[src/logic/osc_ctrl_pkg.sv]
// Package with register map, field layouts and timing constants for oscillator source control
package osc_ctrl_pkg;
	// ****************************************
	// Register map
	// ****************************************
	localparam logic [3:0] ADDR_CAL      = 4'h0;
	localparam logic [3:0] ADDR_EXT_CTRL = 4'h1;
	localparam logic [3:0] ADDR_CLK_SEL  = 4'h2;
	localparam logic [3:0] ADDR_STATUS   = 4'h3;
	localparam logic [3:0] ADDR_IRQ_STAT = 4'h4;
	localparam logic [3:0] ADDR_IRQ_MASK = 4'h5;
	localparam logic [3:0] ADDR_INT_CTRL = 4'h6;

	// ****************************************
	// Field positions and reset values
	// ****************************************
	localparam int SSE_BIT       = 7;
	localparam int EXT_VALID_BIT = 7;
	localparam int EXT_DIV2_BIT  = 3;
	localparam logic [6:0] CAL_TRIM_DEFAULT = 7'h40;
	localparam logic [7:0] EXT_CTRL_RESET   = 8'h00;

	// ****************************************
	// Spread spectrum timing
	// ****************************************
	localparam int SS_PERIOD    = 384;
	localparam int SS_STEPS     = 6;
	localparam int SS_STEP_LEN  = SS_PERIOD / (2 * SS_STEPS);
	localparam logic [6:0] SS_MAX_DEPTH = 7'h06;

	// External oscillator modes
	typedef enum logic [2:0]
	{
		EXT_OFF     = 3'h0,
		EXT_CMOS    = 3'h2,
		EXT_CAP     = 3'h4,
		EXT_RC      = 3'h5,
		EXT_CRYSTAL = 3'h6
	} ext_mode_type;

	// System clock sources
	typedef enum logic [2:0]
	{
		SRC_PRECISION = 3'h0,
		SRC_EXTERNAL  = 3'h1,
		SRC_LP_DIV8   = 3'h2,
		SRC_RTC       = 3'h3,
		SRC_LOW_POWER = 3'h4
	} clk_src_type;

	// Bus request carrier
	typedef struct packed
	{
		logic [3:0] addr;
		logic [7:0] wdata;
		logic       wr;
		logic       rd;
	} bus_req_type;
endpackage : osc_ctrl_pkg

[src/logic/oscillator_source_control.sv]
// Clock source control: precision trim and dither, low power enable, external oscillator control
//
// Summary of operation
// - Spread enable dithers precision oscillator triangularly
// - Dither period is 384 oscillator cycles
// - Dither only lowers frequency, six steps
// - Calibration resets to factory trim value
// - Reset selects low power oscillator
// - Low power oscillator runs only when selected
// - External clock feeds system and peripherals
// - External circuit has four modes
// - Crystal mode optional divide by two
// - Valid flag rises once oscillation stable
// - CMOS mode valid always reads zero
// - Spread enable is calibration bit seven
`timescale 1ns/100ps
`default_nettype none
module oscillator_source_control
#(
	parameter int STABLE_COUNT = 1024
)
(
	input  wire logic                      clk_i,
	input  wire logic                      rst_n_i,
	input  wire osc_ctrl_pkg::bus_req_type bus_i,
	input  wire logic                      ext_osc_clk_i,
	input  wire logic                      ext_osc_running_i,
	output logic [7:0]                     rdata_o,
	output logic [6:0]                     precision_trim_o,
	output logic                           precision_osc_en_o,
	output logic                           low_power_osc_en_o,
	output logic [2:0]                     sys_clk_sel_o,
	output logic [2:0]                     ext_osc_mode_o,
	output logic [2:0]                     external_osc_freq_control_o,
	output logic                           ext_clk_o,
	output logic                           periph_ext_clk_o,
	output logic                           crystal_pin_a_analog_o,
	output logic                           crystal_pin_b_analog_o,
	output logic                           irq_o
);
	// Elaboration check
	if (STABLE_COUNT < 2 || STABLE_COUNT > 65535)
	begin : g_bad_param
		$error("STABLE_COUNT out of range");
	end

	// ****************************************
	// Register state
	// ****************************************
	logic                    spread_spectrum_enable;
	logic [6:0]              precision_osc_calibration;
	logic [7:0]              external_osc_control;
	logic [2:0]              clk_sel;
	logic                    precision_en;
	logic [1:0]              irq_status;
	logic [1:0]              irq_mask;
	logic                    external_osc_valid;
	logic [15:0]             stable_cnt;
	logic                    valid_q;
	logic                    div2_q;
	logic                    ext_prev;
	logic [8:0]              ss_cnt;
	logic [6:0]              ss_depth;
	logic [7:0]              next_rdata;

	// Helper: mode of the external circuit
	function automatic logic [2:0] mode_of(input logic [7:0] ctrl);
		mode_of = ctrl[6:4];
	endfunction : mode_of

	// Helper: mode counts as a stabilising oscillator
	function automatic logic needs_stab(input logic [2:0] m);
		needs_stab = (m == osc_ctrl_pkg::EXT_CRYSTAL) || (m == osc_ctrl_pkg::EXT_RC)
			|| (m == osc_ctrl_pkg::EXT_CAP);
	endfunction : needs_stab

	// ****************************************
	// Register writes
	// ****************************************
	// Calibration register with spread enable in bit seven
	always_ff @(posedge clk_i)
	begin
		if (!rst_n_i)
		begin
			spread_spectrum_enable    <= 1'b0;
			precision_osc_calibration <= osc_ctrl_pkg::CAL_TRIM_DEFAULT;
		end
		else if (bus_i.wr && bus_i.addr == osc_ctrl_pkg::ADDR_CAL)
		begin
			spread_spectrum_enable    <= bus_i.wdata[osc_ctrl_pkg::SSE_BIT];
			precision_osc_calibration <= bus_i.wdata[6:0];
		end
	end

	// External oscillator control: mode, divide by two, band code
	always_ff @(posedge clk_i)
	begin
		if (!rst_n_i)
			external_osc_control <= osc_ctrl_pkg::EXT_CTRL_RESET;
		else if (bus_i.wr && bus_i.addr == osc_ctrl_pkg::ADDR_EXT_CTRL)
			external_osc_control <= {1'b0, bus_i.wdata[6:0]};
	end

	// Clock select and precision oscillator enable
	always_ff @(posedge clk_i)
	begin
		if (!rst_n_i)
		begin
			clk_sel      <= osc_ctrl_pkg::SRC_LOW_POWER;
			precision_en <= 1'b0;
		end
		else
		begin
			if (bus_i.wr && bus_i.addr == osc_ctrl_pkg::ADDR_CLK_SEL)
				clk_sel <= bus_i.wdata[2:0];
			if (bus_i.wr && bus_i.addr == osc_ctrl_pkg::ADDR_INT_CTRL)
				precision_en <= bus_i.wdata[0];
		end
	end

	// ****************************************
	// External oscillator valid detector
	// ****************************************
	// Counts consecutive cycles of running oscillation; mode change restarts
	always_ff @(posedge clk_i)
	begin
		if (!rst_n_i)
		begin
			stable_cnt <= 16'h0000;
			valid_q    <= 1'b0;
		end
		else if (!needs_stab(mode_of(external_osc_control)) || !ext_osc_running_i
			|| (bus_i.wr && bus_i.addr == osc_ctrl_pkg::ADDR_EXT_CTRL))
		begin
			stable_cnt <= 16'h0000;
			valid_q    <= 1'b0;
		end
		else if (stable_cnt == 16'(STABLE_COUNT - 1))
			valid_q <= 1'b1;
		else
			stable_cnt <= stable_cnt + 16'h0001;
	end

	assign external_osc_valid = valid_q;

	// ****************************************
	// External clock path
	// ****************************************
	// Divide by two toggles on each rising source edge for an even duty cycle
	always_ff @(posedge clk_i)
	begin
		if (!rst_n_i)
			div2_q <= 1'b0;
		else if (ext_osc_clk_i && !ext_prev)
			div2_q <= ~div2_q;
	end

	// Previous source level; resets to the idle low level so no false edge follows reset
	always_ff @(posedge clk_i)
	begin
		if (!rst_n_i)
			ext_prev <= 1'b0;
		else
			ext_prev <= ext_osc_clk_i;
	end

	// Selected external clock to system and peripherals
	always_ff @(posedge clk_i)
	begin
		if (!rst_n_i)
		begin
			ext_clk_o        <= 1'b0;
			periph_ext_clk_o <= 1'b0;
		end
		else
		begin
			ext_clk_o        <= external_osc_control[osc_ctrl_pkg::EXT_DIV2_BIT] ? div2_q : ext_osc_clk_i;
			periph_ext_clk_o <= external_osc_control[osc_ctrl_pkg::EXT_DIV2_BIT] ? div2_q : ext_osc_clk_i;
		end
	end

	// ****************************************
	// Spread spectrum triangle
	// ****************************************
	// Period counter and stepped depth, rising then falling, never above nominal
	always_ff @(posedge clk_i)
	begin
		if (!rst_n_i || !spread_spectrum_enable)
		begin
			ss_cnt   <= 9'h000;
			ss_depth <= 7'h00;
		end
		else
		begin
			ss_cnt <= (ss_cnt == 9'(osc_ctrl_pkg::SS_PERIOD - 1)) ? 9'h000 : ss_cnt + 9'h001;
			if (ss_cnt % 9'(osc_ctrl_pkg::SS_STEP_LEN) == 9'h000)
			begin
				if (ss_cnt <= 9'(osc_ctrl_pkg::SS_PERIOD / 2))
					ss_depth <= (ss_cnt == 9'h000) ? 7'h00 : ss_depth + 7'h01;
				else
					ss_depth <= ss_depth - 7'h01;
			end
		end
	end

	// Trim output lowered by dither depth; saturates at zero
	always_ff @(posedge clk_i)
	begin
		if (!rst_n_i)
			precision_trim_o <= osc_ctrl_pkg::CAL_TRIM_DEFAULT;
		else if (ss_depth > osc_ctrl_pkg::SS_MAX_DEPTH)
			precision_trim_o <= precision_osc_calibration;
		else if (precision_osc_calibration > ss_depth)
			precision_trim_o <= precision_osc_calibration - ss_depth;
		else
			precision_trim_o <= 7'h00;
	end

	// ****************************************
	// Oscillator enables and pin setup
	// ****************************************
	always_ff @(posedge clk_i)
	begin
		if (!rst_n_i)
		begin
			low_power_osc_en_o          <= 1'b1;
			precision_osc_en_o          <= 1'b0;
			sys_clk_sel_o               <= osc_ctrl_pkg::SRC_LOW_POWER;
			ext_osc_mode_o              <= osc_ctrl_pkg::EXT_OFF;
			external_osc_freq_control_o <= 3'h0;
			crystal_pin_a_analog_o      <= 1'b0;
			crystal_pin_b_analog_o      <= 1'b0;
		end
		else
		begin
			low_power_osc_en_o <= (clk_sel == osc_ctrl_pkg::SRC_LOW_POWER)
				|| (clk_sel == osc_ctrl_pkg::SRC_LP_DIV8);
			precision_osc_en_o          <= precision_en || (clk_sel == osc_ctrl_pkg::SRC_PRECISION);
			sys_clk_sel_o               <= clk_sel;
			ext_osc_mode_o              <= mode_of(external_osc_control);
			external_osc_freq_control_o <= external_osc_control[2:0];
			crystal_pin_a_analog_o      <= mode_of(external_osc_control) == osc_ctrl_pkg::EXT_CRYSTAL;
			crystal_pin_b_analog_o      <= needs_stab(mode_of(external_osc_control));
		end
	end

	// ****************************************
	// Interrupts
	// ****************************************
	// Next valid value, from the detector's own terms
	function automatic logic external_osc_valid_next();
		external_osc_valid_next = needs_stab(mode_of(external_osc_control)) && ext_osc_running_i
			&& !(bus_i.wr && bus_i.addr == osc_ctrl_pkg::ADDR_EXT_CTRL)
			&& (valid_q || stable_cnt == 16'(STABLE_COUNT - 1));
	endfunction : external_osc_valid_next

	// Bit 0 valid rose, bit 1 valid lost; set wins over clear
	always_ff @(posedge clk_i)
	begin
		if (!rst_n_i)
		begin
			irq_status <= 2'h0;
			irq_mask   <= 2'h0;
		end
		else
		begin
			if (bus_i.wr && bus_i.addr == osc_ctrl_pkg::ADDR_IRQ_MASK)
				irq_mask <= bus_i.wdata[1:0];
			irq_status <= (irq_status & ~((bus_i.wr && bus_i.addr == osc_ctrl_pkg::ADDR_IRQ_STAT)
				? bus_i.wdata[1:0] : 2'h0))
				| {valid_q & ~external_osc_valid_next(), 1'b0}
				| {1'b0, ~valid_q & external_osc_valid_next()};
		end
	end

	always_ff @(posedge clk_i)
	begin
		if (!rst_n_i)
			irq_o <= 1'b0;
		else
			irq_o <= |(irq_status & irq_mask);
	end

	// ****************************************
	// Read data
	// ****************************************
	always_comb
	begin
		next_rdata = 8'h00;
		if (bus_i.addr == osc_ctrl_pkg::ADDR_CAL)
			next_rdata = {spread_spectrum_enable, precision_osc_calibration};
		else if (bus_i.addr == osc_ctrl_pkg::ADDR_EXT_CTRL)
			next_rdata = {external_osc_valid, external_osc_control[6:0]};
		else if (bus_i.addr == osc_ctrl_pkg::ADDR_CLK_SEL)
			next_rdata = {5'h00, clk_sel};
		else if (bus_i.addr == osc_ctrl_pkg::ADDR_STATUS)
			next_rdata = {6'h00, low_power_osc_en_o, precision_osc_en_o};
		else if (bus_i.addr == osc_ctrl_pkg::ADDR_IRQ_STAT)
			next_rdata = {6'h00, irq_status};
		else if (bus_i.addr == osc_ctrl_pkg::ADDR_IRQ_MASK)
			next_rdata = {6'h00, irq_mask};
		else if (bus_i.addr == osc_ctrl_pkg::ADDR_INT_CTRL)
			next_rdata = {7'h00, precision_en};
	end

	// Read data registered one cycle after the strobe, zero otherwise
	always_ff @(posedge clk_i)
	begin
		if (!rst_n_i)
			rdata_o <= 8'h00;
		else
			rdata_o <= bus_i.rd ? next_rdata : 8'h00;
	end
endmodule : oscillator_source_control
`default_nettype wire

[config.mk]
export PLATFORM = sky130hd
export DESIGN_NAME = oscillator_source_control
export DESIGN_NICKNAME = d
export VERILOG_FILES = /design/src/logic/osc_ctrl_pkg.sv /design/src/logic/oscillator_source_control.sv
export SDC_FILE = /design/constraint.sdc
export NUM_CORES = 1
export LEC_CHECK = 0
export BUFFER_PORTS_ARGS = -buffer_cell sky130_fd_sc_hd__buf_4
export CORE_ASPECT_RATIO = 1.2
export CORE_UTILIZATION = 50
export DETAILED_ROUTE_END_ITERATION = 6
export HOLD_SLACK_MARGIN = 0.03
export PLACE_DENSITY = 0.7
export SYNTH_ARGS = -nofsm -noshare
export SYNTH_HDL_FRONTEND = slang
export SYNTH_SLANG_ARGS = --single-unit
[constraint.sdc]
create_clock -name clk_i -period 2.3 [get_ports clk_i]
set_input_delay 0.115 -clock clk_i [delete_from_list [all_inputs] [get_ports clk_i]]
set_output_delay 0.115 -clock clk_i [all_outputs]
set_load 0.01 [all_outputs]
Yosys cells after proc, flatten, opt, wreduce, memory -nomap -nowiden
Index checks and enable logic that the tools add are counted.
- word-level logic and storage cells: 101
- input port bits: 18
- output and inout port bits: 31
- bits in registers: 88
- mux-type cells: 13
- reductions and logical operators: 32
- add/sub/neg operators: 5
- bitwise gates (word level): 11
- $lt $le $gt $ge: 3
- equality and inequality tests: 13
- operator list (operator ; number):
    2-to-1 mux 7 bit ; 4
    zero test 9 bit ; 2
    adder 16 x 1 -> 16 bit, second input constant ; 1
    == test 16 x 10 -> 1 bit, second input constant ; 1
    2-to-1 mux 8 bit ; 2
    == test 3 bit, second input constant ; 4
    == test 4 x 3 -> 1 bit, second input constant ; 3
    logical AND 1 bit ; 10
    adder 9 x 1 -> 9 bit, second input constant ; 1
    == test 9 bit, second input constant ; 1
    less-or-equal comparator 9 x 8 -> 1 bit, second input constant ; 1
    == test 4 x 2 -> 1 bit, second input constant ; 2
    logical OR 1 bit ; 8
    2-to-1 mux 2 bit ; 4
    adder 7 x 1 -> 7 bit, second input constant ; 1
    greater-than comparator 7 x 3 -> 1 bit, second input constant ; 1
    greater-than comparator 7 bit ; 1
    subtractor 7 x 1 -> 7 bit, second input constant ; 1
    subtractor 7 bit ; 1
    zero test 1 bit ; 6
    OR reduction 2 bit ; 3
    AND 2 bit ; 2
    == test 4 x 1 -> 1 bit, second input constant ; 1
    zero test 4 bit ; 1
    10 further kinds ; 15

Depth between registers and ports, before layout
- word-level depth: 10
- gate-level depth with buffers: 8
- gate-level depth less buffers: 8

Least setup slack after synthesis
OpenSTA, ideal clock, no wires.
- path kind: flip-flop to flip-flop
- start: register ss_depth[3]
- end: register precision_trim_o[3]
- data required time: 2182 ps
- clock period less this slack: 1830 ps
- cell stages (with the launch flop): 7
- library setup time: 118 ps
- arrival: 1712 ps
- path buffers: 0
- path slack: 470 ps
- path through: dfxtp_1 -> inv_1 -> ha_1 -> or4_1 -> o211a_1 -> a32oi_1 -> nor2b_1
- word-level cells in the longest chain between the ends: 3
- elaborated cells on any way between the ends: 5
- classes of those cells: add/sub: 1; order compare: 2; mux: 2
- ends and longest elaborated chain (what ; RTL line ; text):
    from (decl) ; oscillator_source_control.sv:63 ; logic [6:0] ss_depth;
    from (signal assigned) ; oscillator_source_control.sv:199 ; ss_depth <= (ss_cnt == 9'h000) ? 7'h00 : ss_depth + 7'h01;
    from (signal assigned) ; oscillator_source_control.sv:201 ; ss_depth <= ss_depth - 7'h01;
    subtractor 7 bit or greater-than comparator 7 bit (tied branches) ; oscillator_source_control.sv:214, oscillator_source_control.sv:213 ;
    2-to-1 mux 7 bit ; oscillator_source_control.sv:213 ; else if (precision_osc_calibration > ss_depth)
    2-to-1 mux 7 bit * ; oscillator_source_control.sv:211 ; else if (ss_depth > osc_ctrl_pkg::SS_MAX_DEPTH)
    to (signal assigned) ; oscillator_source_control.sv:210 ; precision_trim_o <= osc_ctrl_pkg::CAL_TRIM_DEFAULT;
    to (signal assigned) ; oscillator_source_control.sv:212 ; precision_trim_o <= precision_osc_calibration;
    to (signal assigned) ; oscillator_source_control.sv:214 ; precision_trim_o <= precision_osc_calibration - ss_depth;
    to (decl) ; oscillator_source_control.sv:29 ; output logic [6:0] precision_trim_o,
Mark *: on every way between the ends. The rest lies on a longest branch, timed or not.
A chain may end at the register's enable or synchronous reset.

Worst setup path in the final report
- start: register ss_depth[3]
- end: register precision_trim_o[5]
The elaborated chain is that of the path after synthesis.

==> results.tsv <==
metric	value	unit
outcome	complete, no violations	
Worst VDD drop	340	uV
row count	36	
# DRC	0	
Seq cells post-synth	88	
chip width	85.8	um
die area	8800	um^2
wire per inst	13.9	um
H-tree Lvls	3	
share of cells above drive strength 1	14.9	%
Starting DRT DRC Count	249	
Slew HR	54.4	%
worst hold path class	in2reg	
clock latency on the worst-skew pair	0.36	ns
Ports	49	
# nets final	564	
Die H	103	um
pin count of the biggest net entering global routing	54	
vias in the first global route	3168	
crit-path cells	inv_1 -> ha_1 -> o21ai_0 -> a21oi_1 -> o211a_1 -> nand4_1 -> o311ai_1	
Cells after Synth	480	
worst hold stages	3	
Pwr Density	593	nW/um^2
period utilization	87.1	%
Post-CTS Repair Setup Buffers	0	
Setup TNS	0	ns
Final Hold Viols	0	
worst slew pin tran	0.678	ns
fillers	726	
Combinational Power Share	5.3	%
Starting Density	51.7	%
CTS buffer count	9	
RSZ-0062 raised after global routing	false	
number of synthesized flops with an enable pin	0	
endpoint type of the worst setup path	flop	
Area contributors post-synth	dfxtp_1 (42%), mux2i_1 (6.4%), nor2_1 (4.5%)	
Synth area leader	dfxtp_1	
syn_nets	512	
Pint	2.27	mW
Finish-stage setup viols	0	
crit path max-delay cell type	dfxtp_1	
Root Buffer	clkbuf_8	
minimum clock period	2.00	ns
GRT overflow	0	
vias per inst	5.44	
global-route wire length before repair	14800	um
Leakage	1.99	nW
mean cell area of the mapped netlist	8.78	um^2
GP Congestion	0.941	
CP Class	reg2reg	
clock share of power	42.2	%
hold path startpoint	bus_i[3]	
IO buf count	48	
CTS Buffer Depth	2	
Final ANT Viol Nets	0	
Via Count	3544	
Seq/Total Area, Yosys	41.8	%
Post-synth ARST share	0	%
placed insts	626	
Switch Pwr	0.672	mW
CP max stage delay	0.44	ns
r2r endpoint	precision_trim_o[5]	
# diodes	0	
Syn. warnings	0	
CP required	2.57	ns
most common cell in the netlist	dfxtp_1	
DRT Pass-1 Iters	5	
Final Skew	0.0125	ns
Slew Limit Fails	0	
Critical Path Fanout Max	7	
R2R Setup Slk	0.30	ns
proportion of netlist area held by the largest area contributor	41.8	%
Netlist cell types	58	
dpl hpwl	6280	um
routed wire length	9040	um
core area	8150	um^2
Startpoint Class	flop	
RR Startpoint	ss_depth[3]	
clock sinks	88	
initial antenna violation count	0	
post-synthesis cell area	4210	um^2
All-Layer GR Usage	21.4	%
Switching Fraction	22.8	%
Synth Flop Type	dfxtp_1	
non-filler cells, final	651	
CTS tree	yes	
Worst R2R Path Depth	7	
sequential share of power	52.5	%
Tot Pwr	2.94	mW
Max Freq	0.499	GHz
worst path arrival time	2.27	ns
Area Growth Syn to Fin	17.9	%
Synth top cells by count	dfxtp_1 (88), nor2_1 (50), a21oi_1 (30)	
Hold EP	irq_mask[1]	
Worst-path clk slew	0.09	ns
max_cap viols	0	
## state kept, by name (all words and copies together) (netlist names), 2 cells and up
signal / count
ss_depth: 7
ss_cnt: 9
clk_sel: 3
sys_clk_sel_o: 3
ext_osc_mode_o: 3
irq_mask: 2
precision_trim_o: 7
stable_cnt: 16
external_osc_control: 7
rdata_o: 8
external_osc_freq_control_o: 3
irq_status: 2
precision_osc_calibration: 7
## worst max-delay path: cells and delay by family, from the launching register on
| family | cells | cell delay [ns] |
|---|---|---|
| buf+inv | 1 | 0.13 |
| fa+ha+maj | 1 | 0.36 |
| simple gates | 1 | 0.12 |
| compound gates | 4 | 0.87 |
| flops | 1 | 0.44 |
## cells by family (layout without fill, tap and decap cells)
kind of cell	Yosys count	in the layout	synth area share [%]
buf+inv	40	97	4.48
xor+xnor	16	16	3.33
mux	27	27	6.42
simple gates	196	196	24.6
compound gates	99	99	15.0
flops	88	88	41.8
fa+ha+maj	14	14	4.34
## power by group through the flow
stage / clock network (mW) / logic, mW / registers (mW)
final: 1.24 / 0.155 / 1.55
after CTS: 1.28 / 0.153 / 1.55
after floorplan: 0 / 0.0835 / 1.58
after global routing: 1.36 / 0.168 / 1.55
after global placement: 0 / 0.141 / 1.58
after detailed placement: 0 / 0.142 / 1.58
## repair_timing
item                                   in CTS  in global routing
resized for setup                           0                  1
setup endpoints to repair                   0                  1
endpoints found under the hold margin      11                  0
hold buffers                                9                  0
## cells in the final DEF (no fill, tap or decap), types with 7 or more instances in the layout
cell type / n
xnor2_1: 7
buf_4: 54
clkbuf_8: 10
dfxtp_1: 87
mux2i_1: 27
xor2_1: 9
nand2b_1: 10
nor2_1: 50
inv_1: 18
dlygate4sd3_1: 9
o21ai_0: 24
nand4_1: 8
nand3_1: 22
a21oi_1: 30
or3_1: 8
and2_1: 11
a21boi_0: 7
nor3_1: 15
nand2_1: 26
nor2b_1: 25
ha_1: 13
## per-stage QoR
| step | hold WS [ns] | utilization, % | worst slack (ns) | area [um^2] |
|---|---|---|---|---|
| after floorplan | 0.194 | - | 0.470 | 4210 |
| final | 0.0652 | 60.9 | 0.296 | 4970 |
| after global placement | 0.336 | 56.9 | 0.323 | 4640 |
| after detailed placement | 0.333 | 56.9 | 0.280 | 4640 |
| after CTS | 0.0408 | 60.9 | 0.254 | 4960 |
| after global routing | 0.0584 | 60.9 | 0.0318 | 4970 |
## area by class of cell
cell class | count | area (um^2) | area share [%]
Multi-Input combinational cell | 352 | 2260 | 45.6
Sequential cell | 88 | 1760 | 35.5
Timing Repair Buffer | 63 | 495 | 9.98
Tap cell | 114 | 143 | 2.87
Clock buffer | 10 | 138 | 2.77
Clock inverter | 6 | 97.6 | 1.97
Inverter | 18 | 67.6 | 1.36
## worst max-delay path by stage
stage | start | to | slack [ns]
floorplan | ss_depth[3] | precision_trim_o[3] | 0.47
global placement | ss_depth[2] | precision_trim_o[5] | 0.32
detailed placement | ss_depth[2] | precision_trim_o[5] | 0.28
CTS | ss_depth[2] | precision_trim_o[5] | 0.25
global route | ss_depth[3] | precision_trim_o[5] | 0.03
finish | ss_depth[3] | precision_trim_o[5] | 0.30
## metal layers
metal  vias to the layer above  track usage, %  wire length [um]
li1                       1795               -                 -
met3                        13            2.80               378
met1                      1645            28.0              4170
met5                         -               0                 0
met2                        91            35.7              4360
met4                         0            9.74               138
(Power assumes the default switching activity.)
